<file path="config.mk">
export PLATFORM = sky130hd
export DESIGN_NAME = tsac_top
export DESIGN_NICKNAME = d
export VERILOG_FILES = /design/src/tsac_pkg.sv /design/src/tsac_top.sv
export SDC_FILE = /design/constraint.sdc
export NUM_CORES = 1
export LEC_CHECK = 0
export BUFFER_PORTS_ARGS = -buffer_cell sky130_fd_sc_hd__buf_2
export CAP_MARGIN = 0
export CORE_UTILIZATION = 50
export DETAILED_ROUTE_END_ITERATION = 10
export GPL_TIMING_DRIVEN = 0
export PLACE_DENSITY_LB_ADDON = 0.1
export SYNTH_ARGS = -nofsm -noshare
export SYNTH_HDL_FRONTEND = slang
export SYNTH_SLANG_ARGS = --single-unit
</file>
<file path="constraint.sdc">
create_clock -name aclk -period 3.3 [get_ports aclk]
set_input_delay 0.165 -clock aclk [delete_from_list [all_inputs] [get_ports aclk]]
set_output_delay 0.165 -clock aclk [all_outputs]
set_load 0.01 [all_outputs]
</file>
<file path="src/tsac_pkg.sv">
// Contract
// Touch-disable command blocks touch/function key input and host notification; here a touch while disabled still relights the backlight
// Touch-enable command restores touch/function key input and notification
// Touch disable is volatile; reset re-enables touch and keys
// Screen control parameter 30h lights backlight, 31h turns it off
// Touch press while backlight off turns the screen back on
// Buzzer command is 1B 54 plus parameter: 30h off, 31h steady, 32h beeps
// Commanded buzzer stops on new buzzer command, stop switch, or quiet screen
// Menu permission parameter 30h permits, 31h inhibits the system menu
// Permitted and shown menu lets operator pick transmit or maintenance mode
// Reset drops commanded menu permission and loads the configuration switch
// Clear-screen erases all text and graphics drawn by terminal commands
// After clear the registered screen stays; later updates redraw parts only
// Size 30h selects 16x8 normal, 31h selects 8x8 half-size characters
// Size persists until screen change or new size; default normal
// Enlargement 30h..35h: none, tall, wide, 2x2, 3x3, 4x4 for later text
// Enlargement persists until screen change or new value; default none
// Enlargement applies equally to normal and half-size characters
// Normal-display clears inverse and flashing together
// Set-inverse sets only inverse; other attributes unchanged
// End-inverse clears only inverse; flashing untouched
// Set-flashing sets only flashing; with inverse gives flashing inverse
// Attributes hold until screen change or new command; plain on new screen
// End-flashing clears only flashing; inverse untouched
// Opcodes are constants; unknown opcode or bad parameter changes nothing
// Host sends whole commands starting with escape, never interleaved
package tsac_pkg;

   // ------------------------------------------------------------
   // Command bytes
   // ------------------------------------------------------------
   localparam logic [7:0] ESC_BYTE     = 8'h1b;
   localparam logic [7:0] OP_BUZZER    = 8'h54;
   // Opcodes not fixed by the command table; adjust per host
   localparam logic [7:0] OP_TOUCH_DIS = 8'h55;
   localparam logic [7:0] OP_TOUCH_EN  = 8'h56;
   localparam logic [7:0] OP_SCREEN    = 8'h50;
   localparam logic [7:0] OP_MENU      = 8'h57;
   localparam logic [7:0] OP_CLEAR     = 8'h21;
   localparam logic [7:0] OP_SIZE      = 8'h22;
   localparam logic [7:0] OP_ENLARGE   = 8'h23;
   localparam logic [7:0] OP_NORMAL    = 8'h24;
   localparam logic [7:0] OP_INV_SET   = 8'h25;
   localparam logic [7:0] OP_INV_END   = 8'h26;
   localparam logic [7:0] OP_FLASH_SET = 8'h29;
   localparam logic [7:0] OP_FLASH_END = 8'h2a;

   // ------------------------------------------------------------
   // Parameter characters
   // ------------------------------------------------------------
   localparam logic [7:0] PARAM_0   = 8'h30;
   localparam logic [7:0] PARAM_1   = 8'h31;
   localparam logic [7:0] PARAM_2   = 8'h32;
   localparam logic [7:0] PARAM_MAX = 8'h35;

   // ------------------------------------------------------------
   // Register map (AXI4-Lite byte addresses)
   // ------------------------------------------------------------
   localparam logic [7:0] ADDR_CMD    = 8'h00;
   localparam logic [7:0] ADDR_STATUS = 8'h04;
   localparam logic [7:0] ADDR_EVENT  = 8'h08;
   localparam logic [7:0] ADDR_MODE   = 8'h0c;

   // STATUS fields
   localparam int ST_TOUCH_EN = 0;
   localparam int ST_BKLT     = 1;
   localparam int ST_BUZ_LO   = 2;
   localparam int ST_MENU     = 4;
   localparam int ST_SIZE     = 5;
   localparam int ST_ENL_LO   = 6;
   localparam int ST_INV      = 9;
   localparam int ST_FLASH    = 10;
   localparam int ST_BUSY     = 11;
   localparam int ST_CLRCNT   = 16;

   // EVENT fields (write one to signal)
   localparam int EV_TOUCH     = 0;
   localparam int EV_FKEY      = 1;
   localparam int EV_BUZ_STOP  = 2;
   localparam int EV_SCREEN    = 3;
   localparam int EV_QUIET_SCR = 4;
   localparam int EV_MENU_REQ  = 5;

   // MODE fields
   localparam int MODE_SEL = 0;

   localparam logic [1:0] AXI_OKAY   = 2'b00;
   localparam logic [1:0] AXI_SLVERR = 2'b10;

   typedef enum logic [1:0] {
      TSAC_BUZ_OFF,
      TSAC_BUZ_CONT,
      TSAC_BUZ_BEEP
   } tsac_buzz_t;

   typedef enum logic [1:0] {
      TSAC_MODE_RUN,
      TSAC_MODE_XMIT,
      TSAC_MODE_MAINT
   } tsac_mode_t;

   typedef struct packed {
      logic       inverse;
      logic       flashing;
      logic       half_size;
      logic [2:0] enlarge;
   } tsac_attr_t;

endpackage

</file>
<file path="src/tsac_top.sv">
// The register addresses and register access over AXI4-Lite are this design's own decisions.
`timescale 1ns/1ps
module tsac_top
(
   input  wire logic                aclk,
   input  wire logic                aresetn,
   input  wire logic                clk_en,
   input  wire logic                menu_permit_config_switch,
   input  wire logic                awvalid,
   output logic                     awready,
   input  wire logic [7:0]          awaddr,
   input  wire logic                wvalid,
   output logic                     wready,
   input  wire logic [31:0]         wdata,
   input  wire logic [3:0]          wstrb,
   output logic                     bvalid,
   input  wire logic                bready,
   output logic [1:0]               bresp,
   input  wire logic                arvalid,
   output logic                     arready,
   input  wire logic [7:0]          araddr,
   output logic                     rvalid,
   input  wire logic                rready,
   output logic [31:0]              rdata,
   output logic [1:0]               rresp,
   output logic                     touch_input_en,
   output logic                     touch_notify,
   output logic                     fkey_notify,
   output logic                     backlight_on,
   output tsac_pkg::tsac_buzz_t     buzzer_mode,
   output logic                     menu_permit,
   output logic                     menu_shown,
   output tsac_pkg::tsac_mode_t     menu_mode,
   output logic                     clear_overlay,
   output tsac_pkg::tsac_attr_t     text_attr
);

   // ------------------------------------------------------------
   // Pin synchroniser for the configuration switch
   // ------------------------------------------------------------
   logic sw_s1_reg;
   logic sw_s2_reg;
   logic cfg_loaded_reg;

   always_ff @(posedge aclk)
   begin
      sw_s1_reg <= menu_permit_config_switch;
      sw_s2_reg <= sw_s1_reg;
   end

   // ------------------------------------------------------------
   // AXI4-Lite write path
   // ------------------------------------------------------------
   logic        aw_have_reg;
   logic        w_have_reg;
   logic [7:0]  aw_addr_reg;
   logic [31:0] w_data_reg;
   logic [3:0]  w_strb_reg;
   logic        bvalid_reg;
   logic [1:0]  bresp_reg;

   wire aw_take  = awvalid && awready;
   wire w_take   = wvalid && wready;
   wire wr_fire  = aw_have_reg && w_have_reg && !bvalid_reg;
   wire wr_cmd   = wr_fire && (aw_addr_reg == tsac_pkg::ADDR_CMD)
                   && w_strb_reg[0];
   wire wr_event = wr_fire && (aw_addr_reg == tsac_pkg::ADDR_EVENT)
                   && w_strb_reg[0];
   wire wr_mode  = wr_fire && (aw_addr_reg == tsac_pkg::ADDR_MODE)
                   && w_strb_reg[0];
   wire wr_known = (aw_addr_reg == tsac_pkg::ADDR_CMD)
                   || (aw_addr_reg == tsac_pkg::ADDR_EVENT)
                   || (aw_addr_reg == tsac_pkg::ADDR_MODE)
                   || (aw_addr_reg == tsac_pkg::ADDR_STATUS);

   assign awready = clk_en && !aw_have_reg;
   assign wready  = clk_en && !w_have_reg;
   assign bvalid  = bvalid_reg;
   assign bresp   = bresp_reg;

   always_ff @(posedge aclk)
   begin
      if (!aresetn)
      begin
         aw_have_reg <= 1'b0;
         w_have_reg  <= 1'b0;
         aw_addr_reg <= 8'h00;
         w_data_reg  <= 32'h0000_0000;
         w_strb_reg  <= 4'h0;
         bvalid_reg  <= 1'b0;
         bresp_reg   <= tsac_pkg::AXI_OKAY;
      end
      else if (clk_en)
      begin
         if (aw_take)
         begin
            aw_have_reg <= 1'b1;
            aw_addr_reg <= {awaddr[7:2], 2'b00};
         end
         if (w_take)
         begin
            w_have_reg <= 1'b1;
            w_data_reg <= wdata;
            w_strb_reg <= wstrb;
         end
         if (wr_fire)
         begin
            aw_have_reg <= 1'b0;
            w_have_reg  <= 1'b0;
            bvalid_reg  <= 1'b1;
            bresp_reg   <= wr_known ? tsac_pkg::AXI_OKAY
                                    : tsac_pkg::AXI_SLVERR;
         end
         else if (bvalid_reg && bready)
            bvalid_reg <= 1'b0;
      end
   end

   // ------------------------------------------------------------
   // Command byte parser
   // ------------------------------------------------------------
   typedef enum logic [1:0] {
      TSAC_P_IDLE,
      TSAC_P_OP,
      TSAC_P_PARAM
   } tsac_pstate_t;

   tsac_pstate_t pstate_reg;
   logic [7:0]   op_reg;

   wire [7:0] cbyte = w_data_reg[7:0];

   function automatic logic needs_param(input logic [7:0] op);
      needs_param = (op == tsac_pkg::OP_SCREEN) || (op == tsac_pkg::OP_BUZZER)
                 || (op == tsac_pkg::OP_MENU) || (op == tsac_pkg::OP_SIZE)
                 || (op == tsac_pkg::OP_ENLARGE);
   endfunction

   function automatic logic in_range(input logic [7:0] c,
                                     input logic [7:0] hi);
      in_range = (c >= tsac_pkg::PARAM_0) && (c <= hi);
   endfunction

   wire op_byte  = wr_cmd && (pstate_reg == TSAC_P_OP);
   wire par_byte = wr_cmd && (pstate_reg == TSAC_P_PARAM);
   wire exec0    = op_byte && !needs_param(cbyte);
   wire [7:0] xop = exec0 ? cbyte : op_reg;
   wire exec1    = par_byte;

   // Escape restarts outside the parameter state; there any byte ends the command, so a broken sequence cannot wedge the parser
   always_ff @(posedge aclk)
   begin
      if (!aresetn)
      begin
         pstate_reg <= TSAC_P_IDLE;
         op_reg     <= 8'h00;
      end
      else if (clk_en && wr_cmd)
      begin
         if (cbyte == tsac_pkg::ESC_BYTE && pstate_reg != TSAC_P_PARAM)
            pstate_reg <= TSAC_P_OP;
         else if (op_byte && needs_param(cbyte))
         begin
            pstate_reg <= TSAC_P_PARAM;
            op_reg     <= cbyte;
         end
         else
            pstate_reg <= TSAC_P_IDLE;
      end
   end

   // ------------------------------------------------------------
   // Decoded actions
   // ------------------------------------------------------------
   wire e_tdis  = exec0 && xop == tsac_pkg::OP_TOUCH_DIS;
   wire e_ten   = exec0 && xop == tsac_pkg::OP_TOUCH_EN;
   wire e_clr   = exec0 && xop == tsac_pkg::OP_CLEAR;
   wire e_norm  = exec0 && xop == tsac_pkg::OP_NORMAL;
   wire e_iset  = exec0 && xop == tsac_pkg::OP_INV_SET;
   wire e_iend  = exec0 && xop == tsac_pkg::OP_INV_END;
   wire e_fset  = exec0 && xop == tsac_pkg::OP_FLASH_SET;
   wire e_fend  = exec0 && xop == tsac_pkg::OP_FLASH_END;
   wire e_scr   = exec1 && xop == tsac_pkg::OP_SCREEN
                  && in_range(cbyte, tsac_pkg::PARAM_1);
   wire e_buz   = exec1 && xop == tsac_pkg::OP_BUZZER
                  && in_range(cbyte, tsac_pkg::PARAM_2);
   wire e_menu  = exec1 && xop == tsac_pkg::OP_MENU
                  && in_range(cbyte, tsac_pkg::PARAM_1);
   wire e_size  = exec1 && xop == tsac_pkg::OP_SIZE
                  && in_range(cbyte, tsac_pkg::PARAM_1);
   wire e_enl   = exec1 && xop == tsac_pkg::OP_ENLARGE
                  && in_range(cbyte, tsac_pkg::PARAM_MAX);

   wire ev_touch = wr_event && w_data_reg[tsac_pkg::EV_TOUCH];
   wire ev_fkey  = wr_event && w_data_reg[tsac_pkg::EV_FKEY];
   wire ev_bstop = wr_event && w_data_reg[tsac_pkg::EV_BUZ_STOP];
   wire ev_scr   = wr_event && w_data_reg[tsac_pkg::EV_SCREEN];
   wire ev_quiet = wr_event && w_data_reg[tsac_pkg::EV_QUIET_SCR];
   wire ev_menu  = wr_event && w_data_reg[tsac_pkg::EV_MENU_REQ];

   // ------------------------------------------------------------
   // Status state
   // ------------------------------------------------------------
   logic                 touch_en_reg;
   logic                 bklt_reg;
   tsac_pkg::tsac_buzz_t buz_reg;
   logic                 menu_reg;
   logic                 shown_reg;
   tsac_pkg::tsac_mode_t mode_reg;
   logic                 clr_reg;
   logic [15:0]          clr_cnt_reg;
   tsac_pkg::tsac_attr_t attr_reg;
   logic                 tnot_reg;
   logic                 fnot_reg;

   always_ff @(posedge aclk)
   begin
      if (!aresetn)
      begin
         touch_en_reg   <= 1'b1;
         bklt_reg       <= 1'b1;
         buz_reg        <= tsac_pkg::TSAC_BUZ_OFF;
         menu_reg       <= 1'b0;
         cfg_loaded_reg <= 1'b0;
         shown_reg      <= 1'b0;
         mode_reg       <= tsac_pkg::TSAC_MODE_RUN;
         clr_reg        <= 1'b0;
         clr_cnt_reg    <= 16'h0000;
         attr_reg       <= '0;
         tnot_reg       <= 1'b0;
         fnot_reg       <= 1'b0;
      end
      else if (clk_en)
      begin
         // Switch level taken once after release, never under reset
         if (!cfg_loaded_reg)
         begin
            cfg_loaded_reg <= 1'b1;
            menu_reg       <= !sw_s2_reg;
         end
         else if (e_menu)
            menu_reg <= (cbyte == tsac_pkg::PARAM_0);

         if (e_tdis)
            touch_en_reg <= 1'b0;
         else if (e_ten)
            touch_en_reg <= 1'b1;

         tnot_reg <= ev_touch && touch_en_reg;
         fnot_reg <= ev_fkey && touch_en_reg;

         if (e_scr)
            bklt_reg <= (cbyte == tsac_pkg::PARAM_0);
         else if (ev_touch && !bklt_reg)
            bklt_reg <= 1'b1;

         if (e_buz)
            buz_reg <= tsac_pkg::tsac_buzz_t'(cbyte[1:0]);
         else if (ev_bstop || ev_quiet)
            buz_reg <= tsac_pkg::TSAC_BUZ_OFF;

         // Menu only appears while permitted; inhibit drops it
         if (!menu_reg)
            shown_reg <= 1'b0;
         else if (ev_menu)
            shown_reg <= 1'b1;
         if (wr_mode && shown_reg && menu_reg)
            mode_reg <= tsac_pkg::tsac_mode_t'(w_data_reg[1:0]);

         // Overlay clear pulse; registered screen itself untouched
         clr_reg <= e_clr;
         if (e_clr)
            clr_cnt_reg <= clr_cnt_reg + 16'h0001;

         if (ev_scr || ev_quiet)
            attr_reg <= '0;
         else
         begin
            if (e_size)
               attr_reg.half_size <= cbyte[0];
            if (e_enl)
               attr_reg.enlarge <= cbyte[2:0];
            if (e_norm)
            begin
               attr_reg.inverse  <= 1'b0;
               attr_reg.flashing <= 1'b0;
            end
            if (e_iset)
               attr_reg.inverse <= 1'b1;
            if (e_iend)
               attr_reg.inverse <= 1'b0;
            if (e_fset)
               attr_reg.flashing <= 1'b1;
            if (e_fend)
               attr_reg.flashing <= 1'b0;
         end
      end
   end

   assign touch_input_en = touch_en_reg;
   assign touch_notify   = tnot_reg;
   assign fkey_notify    = fnot_reg;
   assign backlight_on   = bklt_reg;
   assign buzzer_mode    = buz_reg;
   assign menu_permit    = menu_reg;
   assign menu_shown     = shown_reg;
   assign menu_mode      = mode_reg;
   assign clear_overlay  = clr_reg;
   assign text_attr      = attr_reg;

   // ------------------------------------------------------------
   // AXI4-Lite read path
   // ------------------------------------------------------------
   logic        rvalid_reg;
   logic [31:0] rdata_reg;
   logic [1:0]  rresp_reg;

   wire [7:0]  ra = {araddr[7:2], 2'b00};
   wire [31:0] status_word = {clr_cnt_reg, 4'h0, pstate_reg != TSAC_P_IDLE,
                              attr_reg.flashing, attr_reg.inverse,
                              attr_reg.enlarge, attr_reg.half_size,
                              menu_reg, buz_reg, bklt_reg, touch_en_reg};
   wire [31:0] mode_word = {29'h0, shown_reg, mode_reg};

   assign arready = clk_en && !rvalid_reg;
   assign rvalid  = rvalid_reg;
   assign rdata   = rdata_reg;
   assign rresp   = rresp_reg;

   always_ff @(posedge aclk)
   begin
      if (!aresetn)
      begin
         rvalid_reg <= 1'b0;
         rdata_reg  <= 32'h0000_0000;
         rresp_reg  <= tsac_pkg::AXI_OKAY;
      end
      else if (clk_en)
      begin
         if (arvalid && arready)
         begin
            rvalid_reg <= 1'b1;
            rresp_reg  <= tsac_pkg::AXI_OKAY;
            if (ra == tsac_pkg::ADDR_STATUS)
               rdata_reg <= status_word;
            else if (ra == tsac_pkg::ADDR_MODE)
               rdata_reg <= mode_word;
            else if (ra == tsac_pkg::ADDR_CMD || ra == tsac_pkg::ADDR_EVENT)
               rdata_reg <= 32'h0000_0000;
            else
            begin
               rdata_reg <= 32'h0000_0000;
               rresp_reg <= tsac_pkg::AXI_SLVERR;
            end
         end
         else if (rvalid_reg && rready)
            rvalid_reg <= 1'b0;
      end
   end

endmodule

</file>
### After elaboration in Yosys (flattened, before gate mapping)

Cells that the tools add are included.

| operators by class | value |
|---|---|
| add/sub/neg operators | 1 |
| order comparisons | 4 |
| eq/ne operators | 31 |
| muxes and demuxes | 35 |
| bitwise gates (word level) | 1 |
| reductions and logical operators | 105 |

Operators by type and width:

| operator | number |
|---|---|
| 8-bit by 6-bit equality test with 1-bit output (second input constant) | 11 |
| 8-bit by 7-bit equality test with 1-bit output (second input constant) | 8 |
| 1-bit logical AND | 54 |
| 2-bit AND reduction | 19 |
| 32-bit 2-to-1 mux | 1 |
| 6-bit by 2-bit equality test with 1-bit output (second input constant) | 4 |
| 8-bit by 6-bit <= comparator with 1-bit output (second input constant) | 3 |
| 1-bit 2-to-1 mux | 21 |
| 2-bit nonzero test | 10 |
| 2-bit 2-to-1 mux | 9 |
| 16-bit by 1-bit adder with 16-bit output (second input constant) | 1 |
| 8-bit logical NOT | 2 |
| 6-bit by 1-bit equality test with 1-bit output (second input constant) | 2 |
| 1-bit logical OR | 10 |
| 8-bit by 5-bit equality test with 1-bit output (second input constant) | 1 |
| 8-bit by 6-bit greater-or-equal comparator with 1-bit output (second input constant) | 1 |
| 8-bit 2-to-1 mux | 1 |
| 4-bit nonzero test | 2 |
| 1-bit logical NOT | 7 |
| 3-bit 2-to-1 mux | 2 |
| 6-bit 2-to-1 mux | 1 |
| 2-bit != test (second input constant) | 2 |
| 3-bit AND reduction | 1 |
| 2-bit by 1-bit equality test with 1-bit output (second input constant) | 1 |
| other kinds (3) | 3 |

| word-level totals | value |
|---|---|
| bits in registers | 101 |
| bits of input ports | 61 |
| output and inout port bits | 58 |

### Depth between registers and ports, before layout

| logic depth | value |
|---|---|
| depth in word-level cells | 14 |
| mapped depth | 8 |

### Worst setup path after synthesis

OpenSTA, ideal clock, no wires.

| timing path | value |
|---|---|
| path type | reg2reg |
| start point | reg w_data_reg[4] |
| end point | reg op_reg[0] |
| library setup time | 0.128 ns |
| data arrival time | 2.096 ns |
| slack | 1.077 ns |
| stages on the path, launching flop included | 9 |
| path buffers | 2 |
| clock period less this slack | 2.223 ns |
| path through | dfxtp_1 > buf_6 > or4b_4 > nor4_4 > nor2_1 > or4_1 > buf_4 > mux2i_1 > nor2_1 |

| on the way | value |
|---|---|
| longest elaborated chain between the ends | 7 |

RTL lines:

| item | RTL line | RTL |
|---|---|---|
| start: declaration | tsac_top.sv:57 | `logic [31:0] w_data_reg;` |
| start signal: assignment | tsac_top.sv:103 | `w_data_reg <= wdata;` |
| 8-bit by 7-bit equality test with 1-bit output | tsac_top.sv:134 | `needs_param = (op == tsac_pkg::OP_SCREEN) \|\| (op == tsac_pkg::OP_BUZZER)` |
| 1-bit logical OR | tsac_top.sv:134 |  |
| 1-bit logical OR (2 in a row) | tsac_top.sv:135 | `\|\| (op == tsac_pkg::OP_MENU) \|\| (op == tsac_pkg::OP_SIZE)` |
| 1-bit logical OR | tsac_top.sv:136 | `\|\| (op == tsac_pkg::OP_ENLARGE);` |
| 1-bit logical AND | tsac_top.sv:162 | `else if (op_byte && needs_param(cbyte))` |
| 3-bit AND reduction (no line) (*) | n/a |  |
| end signal: assignment | tsac_top.sv:165 | `op_reg <= cbyte;` |
| end: declaration | tsac_top.sv:129 | `logic [7:0] op_reg;` |

Every way passes the cells marked *; elsewhere a longest branch is shown, timed or not.
A chain may end at the register's enable or synchronous reset.

### Worst setup path in the final report

| timing path | value |
|---|---|
| start point | reg w_data_reg[0] |
| end point | reg clr_cnt_reg[8] |

| on the way | value |
|---|---|
| longest elaborated chain between the ends | 11 |

RTL lines:

| item | RTL line | RTL |
|---|---|---|
| 8-bit by 7-bit equality test with 1-bit output | tsac_top.sv:134 |  |
| 1-bit logical OR | tsac_top.sv:134 |  |
| 1-bit logical OR (2 in a row) | tsac_top.sv:135 |  |
| 1-bit logical OR | tsac_top.sv:136 |  |
| 1-bit logical NOT | tsac_top.sv:146 | `wire exec0 = op_byte && !needs_param(cbyte);` |
| 1-bit logical AND | tsac_top.sv:146 |  |
| 8-bit 2-to-1 mux | tsac_top.sv:147 | `wire [7:0] xop = exec0 ? cbyte : op_reg;` |
| 8-bit by 6-bit equality test with 1-bit output | tsac_top.sv:177 | `wire e_clr = exec0 && xop == tsac_pkg::OP_CLEAR;` |
| 1-bit logical AND (*) | tsac_top.sv:177 |  |
| 2-bit AND reduction (no line) (*) | n/a |  |
| end signal: assignment | tsac_top.sv:273 | `clr_cnt_reg <= clr_cnt_reg + 16'h0001;` |
| end: declaration | tsac_top.sv:211 | `logic [15:0] clr_cnt_reg;` |

Marks and branches as above.

==> flow_results.org <==
** Critical path
- The number of cells on the worst reg-to-reg path is 7.
- Startpoint types :: register
- In this run the worst path has a maximum fanout of 10.
- Data on the critical path is required at its endpoint by ~3.6 ns.
- For flop-to-flop paths, the worst setup slack is approximately 0.87 ns.
- At the worst endpoint, the arrival time is between 2 and 3 ns.
- The slowest stage of the critical path belongs to the cell sky130_fd_sc_hd__nor4_4.
- Element type at the critical path end :: register
- Largest stage delay on the critical path :: 0.48 ns
- Launching point of the worst reg2reg path :: w_data_reg[0]
- CP cell instances :: clkbuf_1, nor3_1, o21a_1, nor4_4, nand4_2, or3_1, a21oi_1
- The critical path starts at w_data_reg[0].
- The critical path in this run is classified as reg -> reg.
- The worst register-to-register path ends at clr_cnt_reg[8].

** Timing
- For the pin with the worst max-slew slack, the measured transition is about 0.91 ns.
- Final worst-path setup slack :: 0.8706 ns
- Derived from the worst setup path, the maximum achievable clock frequency is 0.4116 GHz.
- Final Cycle Share :: 0.7362
- Number of hold-slack violations in the final timing report :: 0
- Tmin final :: 2.429 ns
- In the final timing run, aggregate negative setup slack is 0 ns.
- Total count of max-transition violations in the final report :: 0
- In this run the tightest slew margin relative to its limit is 0.3859.
- Clock skew on the completed layout was measured at 0.01553 ns.
- Setup repair after global routing left no endpoint under its margin.
- Setup violation total in the final timing report :: 0

** Finish
- Of the cells placed in the final design, the portion with a size suffix greater than 1 is 0.2075.
- Relative to the synthesized area, the layout overhead comes to 17.92%.
- Commonest non-fill, non-tap cells in the layout :: sky130_fd_sc_hd__dfxtp_1 (95), sky130_fd_sc_hd__buf_2 (83), sky130_fd_sc_hd__nand2_1 (75)
- Leaving out fill and tap cells, the most frequent cell in the layout is sky130_fd_sc_hd__dfxtp_1.
- The repair_antennas step left the layout with diodes totalling 0.
- Nets@finish :: 669
- At the end of the flow the core is filled with cells to 0.6112.
- The register with the most flip-flops in the layout has 28 of them.
- Fill count :: 784

** CTS
- Clock latency reported for the late side of the worst-skew pair :: between 0.3 and 0.4 ns
- Post-CTS Repair Setup Buffers :: 0
- TritonCTS built the clock tree.
- Buffer type at the clock tree root :: sky130_fd_sc_hd__clkbuf_8
- The clock passes through at most 2 buffers.
- After clock tree synthesis, the clock-pin slew on the worst setup and hold paths is about 0.10 ns.
- Clk sinks :: between 90 and 100
- After clock tree synthesis, the flow added hold-fix buffers numbering 1.
- Number of buffers inserted during clock tree synthesis :: 9
- Number of levels in the clock H-tree :: 3
- Post-cts repair resize count :: 0

** Die
- Initial Utilization :: 0.5183
- Die area :: between 8000 and 9000 sq um
- The floorplan step set the die height to approximately 94 um.
- Core region area :: a little over 8000 sq um
- ~120 I/O pins were placed.
- Die outline width :: around 94 um
- The initialized floorplan defines 33 standard-cell rows.

** Hold path
- Hold Path Depth :: 3
- The path with the worst hold slack has its endpoint at w_data_reg[1].
- In this run the most critical hold path is launched from wdata[1].
- Hold/Removal Path Class :: in -> reg

** Detailed routing
- Metal1 wirelength :: roughly 4800 um
- Count of routing violations after the opening detailed-route iteration :: ~140
- The routed design uses roughly 530 um of met3 wire.
- Final WL :: between 10000 and 15000 um
- For this run, the detailed router's first-pass iteration total came to 4.
- ANT nets after route :: 0
- In the final routed layout, each cell accounts on average for about 15 um.
- For this block, the via count after detailed routing is around 4000.
- DR WL met2 :: between 5000 and 6000 um
- In the routed layout, each cell is associated on average with a via count of between 5 and 6.
- The detailed router used layers up to and including met4.
- For this run, design rule violations remaining after detail routing come to 0.

** Run
- Number of max-capacitance violations reported :: 0

** Yosys
- sky130_fd_sc_hd__dfxtp_1 takes more of the synthesized area than any other cell.
- Of all flip-flops after synthesis, the portion carrying an async set or reset was 0.
- Seq/Total Area, Yosys :: 0.4465
- Number of enable flip-flop cells after synthesis :: 0
- Leading post-synthesis cells by cell area :: sky130_fd_sc_hd__dfxtp_1 (45%), sky130_fd_sc_hd__a21oi_1 (6.8%), sky130_fd_sc_hd__nand2_1 (6.6%)
- Summing every instance area after synthesis gives between 4000 and 5000 sq um.
- Combinational family with the most area after synthesis :: simple AND/OR/NAND/NOR gates
- Of the total synthesized cell area, the portion taken by AND, OR, NAND and NOR gates is 0.3061.
- The post-synthesis compound-gate area fraction was 0.1228.
- Post-Synthesis Mean Instance Area :: ~8.4 sq um
- Count of different cell masters after synthesis :: just under 60
- Of the total synthesized cell area, the portion taken by full adders, half adders and majority gates is 0.002938.
- Share of cell area taken by muxes after synthesis :: 0.05934
- Number of instances in the synthesized netlist :: just over 500
- Seq cells post-synth :: 95
- Most used flip-flop cell after synthesis :: sky130_fd_sc_hd__dfxtp_1
- Yosys warning total :: 0
- Of the total synthesized cell area, the portion taken by XOR and XNOR cells is 0.01234.
- Fraction of synthesized cell area taken by the top area cell type :: 0.4465

** Power
- The share of total power dissipated in the clock network is 0.369.
- Cell Pwr Density :: approximately 420 nW/um^2
- Combinational group share of total power :: 0.076
- LEAKAGE :: about 2.1 nW
- Net switching component of the power :: 530.6 uW
- Across the VDD grid, the largest voltage drop is around 0.24 mV.
- Sw Share :: 0.2500
- Int Power :: 1.591 mW
- The share of total power dissipated in sequential elements is 0.555.

** GRT
- The via count of the first global-routing pass is between 3000 and 4000.
- Largest net degree at the start of global routing :: 16
- Summed over all layers, the global routing overflow is 0.
- Antenna violations before repair :: 0
- The first global-routing pass estimated around 17000 um of wire.
- In the global route stage, overall resource usage came out at 0.2512.

** Run status
- Run status :: completed

** Placement
- At the end of routability-driven placement, the weighted congestion stood at ~0.90.
- At the placement stage, the worst setup path has a slack of 0.9079 ns.
- Count of input and output buffers :: between 80 and 90
- Detail Placement HPWL :: slightly below 8000 um
Yosys cell counts, types with 3 or more instances:
cell type                  count
sky130_fd_sc_hd__nor4b_1       3
sky130_fd_sc_hd__mux2i_1      23
sky130_fd_sc_hd__a31oi_1       3
sky130_fd_sc_hd__xor2_1        4
sky130_fd_sc_hd__inv_1         7
sky130_fd_sc_hd__and2_1        3
sky130_fd_sc_hd__buf_4         8
sky130_fd_sc_hd__and3_1        5
sky130_fd_sc_hd__nor3_1        4
sky130_fd_sc_hd__nand3_1      33
sky130_fd_sc_hd__clkbuf_1     26
sky130_fd_sc_hd__or2_2         3
sky130_fd_sc_hd__nor2_1       55
sky130_fd_sc_hd__nand2_1      75
sky130_fd_sc_hd__nor4_1        3
sky130_fd_sc_hd__and3_2        3
sky130_fd_sc_hd__nand4_1      13
sky130_fd_sc_hd__or3_1         9
sky130_fd_sc_hd__a21oi_1      58
sky130_fd_sc_hd__o21ai_0      17
sky130_fd_sc_hd__nor4_4        3
sky130_fd_sc_hd__and3b_1       3
sky130_fd_sc_hd__dfxtp_1      95
sky130_fd_sc_hd__nand3b_1      4
per-layer routing:
| layer | track usage | up-vias |
|---|---|---|
| met5 | 0 | - |
| met4 | 0.08590 | 0 |
| met3 | 0.04531 | 15 |
| met2 | 0.4293 | 121 |
| met1 | 0.3150 | 1854 |
| li1 | - | 1982 |
cell type report:
| cell class | count | area, sq um | share of cell area |
|---|---|---|---|
| clock buffers | 11 | 141.4 | 0.02815 |
| clock inverters | 5 | 56.30 | 0.01121 |
| multi-input cells | 374 | 2167 | 0.4315 |
| flip-flops and latches | 95 | 1902 | 0.3787 |
| plain buffers | 37 | 178.9 | 0.03563 |
| repair buffers | 82 | 415.4 | 0.08271 |
| inverters | 8 | 30.03 | 0.005979 |
| well taps | 105 | 131.4 | 0.02616 |
logic make-up (layout without fill, tap and decap cells):
group,Yosys count,after routing
other,1,6
adders and majority gates,1,1
DFF,95,95
xor gates and xnor gates,6,6
AOI/OAI and AO/OA,94,94
buffers and inverters,45,143
and+or+nand+nor,242,242
muxes,25,25
power groups by stage:
stage	clock network, mW	registers (mW)	logic, mW
6_report	0.783	1.18	0.161
5_1_grt	0.842	1.18	0.179
4_1_cts	0.794	1.18	0.160
3_5_place_dp	0	1.21	0.159
3_3_place_gp	0	1.20	0.156
2_1_floorplan	0	1.20	0.102
metrics by stage:
stage	area [sq um]	std cells	hold slack [ns]	total power [mW]
4_1_cts	5022	717	0.02520	2.132
6_report	5022	717	0.02580	2.122
3_3_place_gp	4815	700	0.2675	1.361
2_1_floorplan	4278	514	0.1927	1.303
5_1_grt	5022	717	0.03344	2.200
3_5_place_dp	4815	700	0.2693	1.364
worst max-delay path: cells and delay by family, from the launching register on:
family | cells | cell delay [ns]
AO/OA/AOI/OAI | 2 | 0.42
buffers and inverters | 1 | 0.31
AND/OR/NAND/NOR | 4 | 1.31
flip-flops | 1 | 0.32
how the worst max path moves through the flow:
stage               cells past startpoint  slack, ns               to
floorplan                               8       1.08        op_reg[0]
global placement                        6       0.93  clr_cnt_reg[15]
detailed placement                      6       0.91  clr_cnt_reg[15]
CTS                                     7       0.89  clr_cnt_reg[15]
global route                            6       0.71   clr_cnt_reg[8]
finish                                  7       0.87   clr_cnt_reg[8]
No activity file was read; power rests on OpenSTA's default activity.
